File: src/build_cfg_pkg.sv
// constants for the build feature summary readout
`default_nettype none
package build_cfg_pkg;
   // ----------------------------------------------------------------
   // field positions within the 32-bit summary word
   // ----------------------------------------------------------------
   localparam int unsigned WORD_W = 32;
   localparam int unsigned POS_DUAL_CORE = 31;
   localparam int unsigned POS_DUAL_INV_CLK = 30;
   localparam int unsigned POS_ICACHE_ABSENT = 29;
   localparam int unsigned POS_DCACHE_ABSENT = 28;
   localparam int unsigned POS_A_PROT_LO = 26;
   localparam int unsigned POS_B_PROT_LO = 24;
   localparam int unsigned POS_BE_FETCH_ABSENT = 23;
   localparam int unsigned POS_FLOAT_ABSENT = 22;
   localparam int unsigned POS_PROT_UNIT_ABSENT = 21;
   localparam int unsigned POS_REGION_COUNT = 20;
   localparam int unsigned POS_BREAK_LO = 17;
   localparam int unsigned POS_WATCH_LO = 14;
   localparam int unsigned POS_A_PORT_ABSENT = 13;
   localparam int unsigned POS_B0_PORT_ABSENT = 12;
   localparam int unsigned POS_B1_PORT_ABSENT = 11;
   localparam int unsigned POS_LMEM_ADDR_PARITY = 10;
   localparam int unsigned POS_SLAVE_ABSENT = 9;
   localparam int unsigned POS_ICACHE_PROT_LO = 7;
   localparam int unsigned POS_DCACHE_PROT_LO = 5;
   localparam int unsigned POS_ERR_CACHE_ABSENT = 4;
   localparam int unsigned POS_SYS_BUS_PARITY = 3;
   localparam int unsigned RSVD_W = 3;
   localparam int unsigned CNT_W = 3;

   // ----------------------------------------------------------------
   // protection scheme encodings
   // ----------------------------------------------------------------
   localparam logic [1:0] PROT_NONE = 2'h0;
   localparam logic [1:0] PROT_PARITY = 2'h1;
   localparam logic [1:0] PROT_ECC32 = 2'h2;
   localparam logic [1:0] PROT_ECC64 = 2'h3;

   // ----------------------------------------------------------------
   // coprocessor address of the summary register
   // ----------------------------------------------------------------
   localparam logic [3:0] CP_NUM = 4'hf;
   localparam logic [3:0] CP_CRN = 4'hf;
   localparam logic [3:0] CP_CRM = 4'h2;
   localparam logic [2:0] CP_OP1 = 3'h0;
   localparam logic [2:0] CP_OP2 = 3'h1;
   localparam logic [WORD_W-1:0] DATA_ZERO = 32'h0000_0000;
endpackage
`default_nettype wire

File: src/build_opts_if.sv
// carrier between the option holder and the word packer
`default_nettype none
interface build_opts_if;
   logic dual_core;
   logic redundant_copy_inverted_clock;
   logic instruction_cache_absent;
   logic data_cache_absent;
   logic [1:0] a_port_protection_scheme;
   logic [1:0] b_port_protection_scheme;
   logic big_endian_fetch_absent;
   logic float_unit_absent;
   logic protection_unit_absent;
   logic protection_region_count;
   logic [2:0] break_minus_one;
   logic [2:0] watch_minus_one;
   logic a_port_absent;
   logic b0_port_absent;
   logic b1_port_absent;
   logic local_memory_address_parity_present;
   logic slave_port_absent;
   logic [1:0] instruction_cache_protection;
   logic [1:0] data_cache_protection;
   logic corrected_error_cache_absent;
   logic system_bus_parity_present;
   logic [31:0] word;
   modport src (
      output dual_core, redundant_copy_inverted_clock,
      output instruction_cache_absent, data_cache_absent,
      output a_port_protection_scheme, b_port_protection_scheme,
      output big_endian_fetch_absent, float_unit_absent,
      output protection_unit_absent, protection_region_count,
      output break_minus_one, watch_minus_one,
      output a_port_absent, b0_port_absent, b1_port_absent,
      output local_memory_address_parity_present, slave_port_absent,
      output instruction_cache_protection, data_cache_protection,
      output corrected_error_cache_absent, system_bus_parity_present,
      input word
   );
   modport packer (
      input dual_core, redundant_copy_inverted_clock,
      input instruction_cache_absent, data_cache_absent,
      input a_port_protection_scheme, b_port_protection_scheme,
      input big_endian_fetch_absent, float_unit_absent,
      input protection_unit_absent, protection_region_count,
      input break_minus_one, watch_minus_one,
      input a_port_absent, b0_port_absent, b1_port_absent,
      input local_memory_address_parity_present, slave_port_absent,
      input instruction_cache_protection, data_cache_protection,
      input corrected_error_cache_absent, system_bus_parity_present,
      output word
   );
endinterface
`default_nettype wire

File: src/build_word_packer.sv
// packs build option fields into the summary word
`default_nettype none
module build_word_packer (
   build_opts_if.packer opts // option fields in, packed word out
);
   // ----------------------------------------------------------------
   // word assembly
   // ----------------------------------------------------------------
   // region count is masked when no protection unit exists, and cache
   // schemes are masked when the cache is absent, so a bad parameter
   // set can never report a region count or cache scheme that is not there
   always_comb begin
      opts.word = build_cfg_pkg::DATA_ZERO;
      opts.word[build_cfg_pkg::POS_DUAL_CORE] = opts.dual_core;
      opts.word[build_cfg_pkg::POS_DUAL_INV_CLK] =
         opts.redundant_copy_inverted_clock;
      opts.word[build_cfg_pkg::POS_ICACHE_ABSENT] =
         opts.instruction_cache_absent;
      opts.word[build_cfg_pkg::POS_DCACHE_ABSENT] = opts.data_cache_absent;
      opts.word[build_cfg_pkg::POS_A_PROT_LO +: 2] =
         opts.a_port_protection_scheme;
      opts.word[build_cfg_pkg::POS_B_PROT_LO +: 2] =
         opts.b_port_protection_scheme;
      opts.word[build_cfg_pkg::POS_BE_FETCH_ABSENT] =
         opts.big_endian_fetch_absent;
      opts.word[build_cfg_pkg::POS_FLOAT_ABSENT] = opts.float_unit_absent;
      opts.word[build_cfg_pkg::POS_PROT_UNIT_ABSENT] =
         opts.protection_unit_absent;
      opts.word[build_cfg_pkg::POS_REGION_COUNT] =
         opts.protection_region_count & ~opts.protection_unit_absent;
      opts.word[build_cfg_pkg::POS_BREAK_LO +: 3] = opts.break_minus_one;
      opts.word[build_cfg_pkg::POS_WATCH_LO +: 3] = opts.watch_minus_one;
      opts.word[build_cfg_pkg::POS_A_PORT_ABSENT] = opts.a_port_absent;
      opts.word[build_cfg_pkg::POS_B0_PORT_ABSENT] = opts.b0_port_absent;
      opts.word[build_cfg_pkg::POS_B1_PORT_ABSENT] = opts.b1_port_absent;
      opts.word[build_cfg_pkg::POS_LMEM_ADDR_PARITY] =
         opts.local_memory_address_parity_present;
      opts.word[build_cfg_pkg::POS_SLAVE_ABSENT] = opts.slave_port_absent;
      opts.word[build_cfg_pkg::POS_ICACHE_PROT_LO +: 2] =
         opts.instruction_cache_absent ? build_cfg_pkg::PROT_NONE
                                       : opts.instruction_cache_protection;
      opts.word[build_cfg_pkg::POS_DCACHE_PROT_LO +: 2] =
         opts.data_cache_absent ? build_cfg_pkg::PROT_NONE
                                : opts.data_cache_protection;
      opts.word[build_cfg_pkg::POS_ERR_CACHE_ABSENT] =
         opts.corrected_error_cache_absent;
      opts.word[build_cfg_pkg::POS_SYS_BUS_PARITY] =
         opts.system_bus_parity_present;
   end
endmodule
`default_nettype wire

File: src/build_config_readout.sv
// build feature summary register with its coprocessor read port
// ----------------------------------------------------------------
// ----------------------------------------------------------------
`default_nettype none
module build_config_readout #(
   parameter bit DUAL_CORE = 1'b0,
   parameter bit DUAL_INV_CLK = 1'b0,
   parameter bit HAS_ICACHE = 1'b1,
   parameter bit HAS_DCACHE = 1'b1,
   parameter logic [1:0] A_PROT = 2'h0,
   parameter logic [1:0] B_PROT = 2'h0,
   parameter bit HAS_BE_FETCH = 1'b1,
   parameter bit HAS_FLOAT = 1'b0,
   parameter bit HAS_PROT_UNIT = 1'b1,
   parameter bit TWELVE_REGIONS = 1'b0,
   parameter int unsigned BREAKPOINTS = 6,
   parameter int unsigned WATCHPOINTS = 2,
   parameter bit HAS_A_PORT = 1'b1,
   parameter bit HAS_B0_PORT = 1'b1,
   parameter bit HAS_B1_PORT = 1'b1,
   parameter bit HAS_LMEM_PARITY = 1'b0,
   parameter bit HAS_SLAVE = 1'b1,
   parameter logic [1:0] ICACHE_PROT = 2'h0,
   parameter logic [1:0] DCACHE_PROT = 2'h0,
   parameter bit HAS_ERR_CACHE = 1'b1,
   parameter bit HAS_BUS_PARITY = 1'b0
) (
   input wire logic i_ref_clk, // core clock
   input wire logic i_rst_b, // synchronous reset, active low
   input wire logic i_cp_req, // coprocessor access strobe
   input wire logic i_cp_write, // 1 = write, 0 = read
   input wire logic i_cp_priv, // access made from privileged mode
   input wire logic [3:0] i_cp_num, // coprocessor number
   input wire logic [2:0] i_cp_op1, // first opcode
   input wire logic [3:0] i_cp_crn, // primary register
   input wire logic [3:0] i_cp_crm, // secondary register
   input wire logic [2:0] i_cp_op2, // second opcode
   output logic o_cp_done, // read answered, data valid
   output logic o_cp_undef, // access refused
   output logic [31:0] o_cp_rdata // read data
);
   // ----------------------------------------------------------------
   // option fields, fixed at elaboration
   // ----------------------------------------------------------------
   localparam logic [2:0] BRK_M1 = 3'(BREAKPOINTS - 1);
   localparam logic [2:0] WCH_M1 = 3'(WATCHPOINTS - 1);

   build_opts_if opts ();
   logic [31:0] summary_word;

   // every field is a tie-off, so no clock or reset can disturb it
   assign opts.dual_core = DUAL_CORE;
   assign opts.redundant_copy_inverted_clock = DUAL_INV_CLK;
   assign opts.instruction_cache_absent = ~HAS_ICACHE;
   assign opts.data_cache_absent = ~HAS_DCACHE;
   assign opts.a_port_protection_scheme = A_PROT;
   assign opts.b_port_protection_scheme = B_PROT;
   assign opts.big_endian_fetch_absent = ~HAS_BE_FETCH;
   assign opts.float_unit_absent = ~HAS_FLOAT;
   assign opts.protection_unit_absent = ~HAS_PROT_UNIT;
   assign opts.protection_region_count = TWELVE_REGIONS;
   assign opts.break_minus_one = BRK_M1;
   assign opts.watch_minus_one = WCH_M1;
   assign opts.a_port_absent = ~HAS_A_PORT;
   assign opts.b0_port_absent = ~HAS_B0_PORT;
   assign opts.b1_port_absent = ~HAS_B1_PORT;
   assign opts.local_memory_address_parity_present = HAS_LMEM_PARITY;
   assign opts.slave_port_absent = ~HAS_SLAVE;
   assign opts.instruction_cache_protection = ICACHE_PROT;
   assign opts.data_cache_protection = DCACHE_PROT;
   assign opts.corrected_error_cache_absent = ~HAS_ERR_CACHE;
   assign opts.system_bus_parity_present = HAS_BUS_PARITY;
   assign summary_word = opts.word;

   // masking of dependent fields lives in the packer
   build_word_packer u_packer (
      .opts(opts)
   );

   // ----------------------------------------------------------------
   // access decode
   // ----------------------------------------------------------------
   function automatic logic addr_hit(input logic [3:0] num,
                                     input logic [2:0] op1,
                                     input logic [3:0] crn,
                                     input logic [3:0] crm,
                                     input logic [2:0] op2);
      addr_hit = (num == build_cfg_pkg::CP_NUM) &&
                 (op1 == build_cfg_pkg::CP_OP1) &&
                 (crn == build_cfg_pkg::CP_CRN) &&
                 (crm == build_cfg_pkg::CP_CRM) &&
                 (op2 == build_cfg_pkg::CP_OP2);
   endfunction

   logic hit;
   logic ok_read;
   // only a privileged read of the one address is honoured; a write
   // or a user-mode access to it is refused rather than silently dropped
   assign hit = addr_hit(i_cp_num, i_cp_op1, i_cp_crn, i_cp_crm,
                         i_cp_op2);
   assign ok_read = i_cp_req && hit && !i_cp_write && i_cp_priv;

   // ----------------------------------------------------------------
   // answer registers
   // ----------------------------------------------------------------
   // done pulses one cycle after an accepted read
   always_ff @(posedge i_ref_clk) begin
      if (!i_rst_b) begin
         o_cp_done <= 1'b0;
      end else begin
         o_cp_done <= ok_read;
      end
   end

   // refusal pulse for writes or user-mode hits on this address
   always_ff @(posedge i_ref_clk) begin
      if (!i_rst_b) begin
         o_cp_undef <= 1'b0;
      end else begin
         o_cp_undef <= i_cp_req && hit && !ok_read;
      end
   end

   // data held until the next accepted read, not zeroed between reads;
   // only reset returns it to zero
   always_ff @(posedge i_ref_clk) begin
      if (!i_rst_b) begin
         o_cp_rdata <= build_cfg_pkg::DATA_ZERO;
      end else if (ok_read) begin
         o_cp_rdata <= summary_word;
      end
   end
endmodule
`default_nettype wire

File: config.mk
export PLATFORM = sky130hd
export DESIGN_NAME = build_config_readout
export DESIGN_NICKNAME = d
export VERILOG_FILES = /design/src/build_cfg_pkg.sv /design/src/build_opts_if.sv /design/src/build_word_packer.sv /design/src/build_config_readout.sv
export SDC_FILE = /design/constraint.sdc
export NUM_CORES = 1
export LEC_CHECK = 0
export BUFFER_PORTS_ARGS = -buffer_cell sky130_fd_sc_hd__buf_2
export CAP_MARGIN = 20
export CORE_MARGIN = 4
export CORE_UTILIZATION = 25
export DETAILED_ROUTE_END_ITERATION = 12
export HOLD_SLACK_MARGIN = 0.03
export PLACE_DENSITY = 0.69
export SLEW_MARGIN = 20
export SYNTH_ARGS = -nofsm -noshare
export SYNTH_HDL_FRONTEND = slang
export SYNTH_SLANG_ARGS = --single-unit
File: constraint.sdc
create_clock -name i_ref_clk -period 1.2 [get_ports i_ref_clk]
set_input_delay 0.06 -clock i_ref_clk [delete_from_list [all_inputs] [get_ports i_ref_clk]]
set_output_delay 0.06 -clock i_ref_clk [all_outputs]
set_load 0.01 [all_outputs]
==> results.txt <==
- The run finished with clean final reports.
* Final Max Tran Viols: 0
* Maximum number of pins on one net before global-route repair: 6
* Post-CTS setup repair buffer count: 0
- The first global-routing pass estimated 648 µm of wire.
- DRC marker count from the first detailed-route iteration: 0
* Maxcap violations: 0
- Dividing the detail-routed wire length by the instance count gives 8.187 µm.
- The worst setup path is of the reg2out kind.
* Hold Crit Class: in2reg
- For this design, the slowest cell found on the critical path is sky130_fd_sc_hd__dfxtp_1.
* Crit path cell chain: buf_2
* Synthesized cell area: 400.4 µm²
- The die covers 2306 µm².
- Between clock sinks in the finished design, the worst skew comes to 0 ps.
- Total of buffers placed on input and output ports: 28
* Overall fraction of global-route tracks in use: 0.04214
- Critical Path Source Type: register
- Worst-path maximum fanout: 5
- Dividing total power by cell area gives a power density of 791.7 nW/µm².
* Startpoint of the lowest-slack hold path: i_rst_b
* Register bit total from synthesis: 3
* Post-Synthesis Cells: 47
- For this run, the detailed router's first-pass iteration total came to 1.
- Final design area excluding fillers: 455.4 µm²
* Horizontal die dimension: 48.02 µm
- Gates resized during post-CTS repair numbered 0.
- Filler Cell Count: 164
* Multi-input gate area: 209.0 µm²
- Setup violations remaining at the end of the flow were counted as 0.
- Unique masters post-synth: 13
- Routed Antenna Nets: 0
- For the finished layout, the period the worst path requires is 795.1 ps.
- Summed over all layers, the global routing overflow is 0.
- Fin util: 0.3023
* Area overhead of the layout relative to synthesis: 13.75%
* Source of the worst register-to-register timing path: o_cp_rdata[14]
- Number of placement rows: 14
* Die height: 48.02 µm
- Worst path bufs/invs: 1
- Area of the core: 1506 µm²
* YS warnings: 0
* # clock sinks: 3
* Final wirelength: 745 µm
- At the worst endpoint, the arrival time is 740 ps.
* Fraction of the yosys area taken by sequential cells: 0.1500
- Critical Path Sink Type: output pin
- Tracing the worst setup path back leads to its startpoint at o_cp_rdata[14].
- The cell family contributing the most delay on the critical path is flip-flops.
* Total half-perimeter wirelength after legalization and detailed placement: 683.6 µm
* Period Utilization, post-route: 0.6626
* Initial standard-cell utilization of the core: 0.2658
* Number of buffers added to fix hold violations after cts: 0
- Clock-pin slew on the worst setup and hold paths: 40 ps
- Clk Tree Root Cell: sky130_fd_sc_hd__clkbuf_4
* Setup TNS Final: 0 ps
- H-Tree Depth: 1
- The number of cells on the worst reg-to-reg path is 2.
- Registers take 60.06 µm².
- Number of antenna repair diodes: 0
- Counting the buffers created by CTS gives 3.
- The analysis attributes to cell leakage a power of 0.0002754 µW.
* Crit path required time: 1140 ps
- After detailed routing, the number of vias per cell comes to 3.385.
- The final route contains 308 vias.
* Instance area at placement: 429.2 µm²
- Counting instances, the worst hold path has a depth of 3.
- VDD IR max: 0.1408 mV
- Clock network latency to the later pin of the worst-skew pair: 230 ps
- In this run the count of I/O pins placed on the die edge is 57.
- Final hold violations: 0
- Number of global-route vias before repair: 213
- Buffers from clock root to sink, at most: 2
- The congestion estimate from routability-driven global placement came to 0.5164.
- Number of nets at the end of the flow: 99
- Post-Synthesis Mean Instance Area: 8.519 µm²
* Antenna violations before repair: 0
* Path length in cells of the critical path: 1
- Setup repair after global routing left no endpoint under its margin.
- Fraction of final layout cells with drive strength greater than 1: 0.4667
* Count of unresolved DRC violations after routing: 0
- Highest clock rate: 1.258 GHz
- For this run, the slowest stage of the critical path takes 350 ps.
* CTS tree: yes
[worst reg2reg max path, stage by stage, from the launching register on]
cell and delay (ps):
sky130_fd_sc_hd__dfxtp_1 350, sky130_fd_sc_hd__nand2_1 70, sky130_fd_sc_hd__o31ai_2 50
[logic make-up (layout without fill, tap and decap cells)]
group | count (synthesis) | in the layout | share of synthesized area
DFF | 3 | 3 | 0.1500
and+or+nand+nor | 11 | 11 | 0.2281
AOI/OAI and AO/OA | 1 | 1 | 0.03125
buffers and inverters | 31 | 32 | 0.5812
other | 1 | 28 | 0.009366
[flip-flops by register name (all words and copies together) (netlist names)]
signal and cells:
o_cp_rdata 1, o_cp_done 1, o_cp_undef 1
[layer usage]
layer | up-vias | wire [µm] | track usage
li1 | 153 | - | -
met1 | 127 | 157 | 0.02402
met2 | 28 | 410 | 0.08707
met3 | 0 | 178 | 0.01128
met4 | 0 | 0 | 0.04839
met5 | - | 0 | 0
[where the power goes]
group | leakage (µW) | switching [µW] | internal (µW) | total [µW]
clock network | 0.0000150 | 52.4 | 125 | 177
registers | 0.0000241 | 0.0000445 | 100 | 100
logic | 0.000236 | 52.9 | 30.4 | 83.3
total | 0.000275 | 105 | 255 | 361
[metrics by stage]
stage	setup WS, ps	power (µW)	cells	hold WS [ps]
2_1_floorplan	487.7	216.1	74	182.6
3_3_place_gp	364.1	181.3	87	279.6
3_5_place_dp	336.7	182.3	87	282.5
4_1_cts	389.3	365.6	91	39.93
5_1_grt	350.7	381.2	91	61.09
6_report	404.9	360.6	91	43.48
[placed cells by master, fill, tap and decap left out]
master	count
sky130_fd_sc_hd__nand2b_1	1
sky130_fd_sc_hd__nor4_2	1
sky130_fd_sc_hd__o31ai_2	1
sky130_fd_sc_hd__nand3_2	1
sky130_fd_sc_hd__nor3_1	1
sky130_fd_sc_hd__clkbuf_1	1
sky130_fd_sc_hd__nand2_1	2
sky130_fd_sc_hd__buf_2	28
sky130_fd_sc_hd__and4_1	2
sky130_fd_sc_hd__and4bb_2	1
sky130_fd_sc_hd__clkbuf_4	3
sky130_fd_sc_hd__conb_1	28
sky130_fd_sc_hd__and4bb_1	1
sky130_fd_sc_hd__dfxtp_1	3
sky130_fd_sc_hd__nor3b_1	1
[cell type report]
class,instances,area share
clock buffer,4,0.05769
multi-input combinational,40,0.4588
sequential,3,0.1319
tap,16,0.04396
timing repair buffer,28,0.3077
[cell usage after synthesis]
cell	number	share of area
sky130_fd_sc_hd__and4bb_1	1	0.031
sky130_fd_sc_hd__nor3_1	1	0.012
sky130_fd_sc_hd__nor3b_1	1	0.019
sky130_fd_sc_hd__nand2_1	2	0.019
sky130_fd_sc_hd__conb_1	1	0.0094
sky130_fd_sc_hd__and4bb_2	1	0.031
sky130_fd_sc_hd__buf_4	31	0.58
sky130_fd_sc_hd__nand2b_1	1	0.016
sky130_fd_sc_hd__nand3_2	1	0.025
sky130_fd_sc_hd__o31ai_2	1	0.031
sky130_fd_sc_hd__dfxtp_1	3	0.15
sky130_fd_sc_hd__nor4_2	1	0.031
sky130_fd_sc_hd__and4_1	2	0.044
[path summary, 6_finish.rpt]
| check | endpoint | slack, ps |
|---|---|---|
| max | o_cp_rdata[17] | 400 |
| min | o_cp_rdata[14] | 40 |
| max reg2reg | o_cp_rdata[14] | 640 |
| min reg2reg | o_cp_rdata[14] | 490 |
No activity file was read; power rests on OpenSTA's default activity.
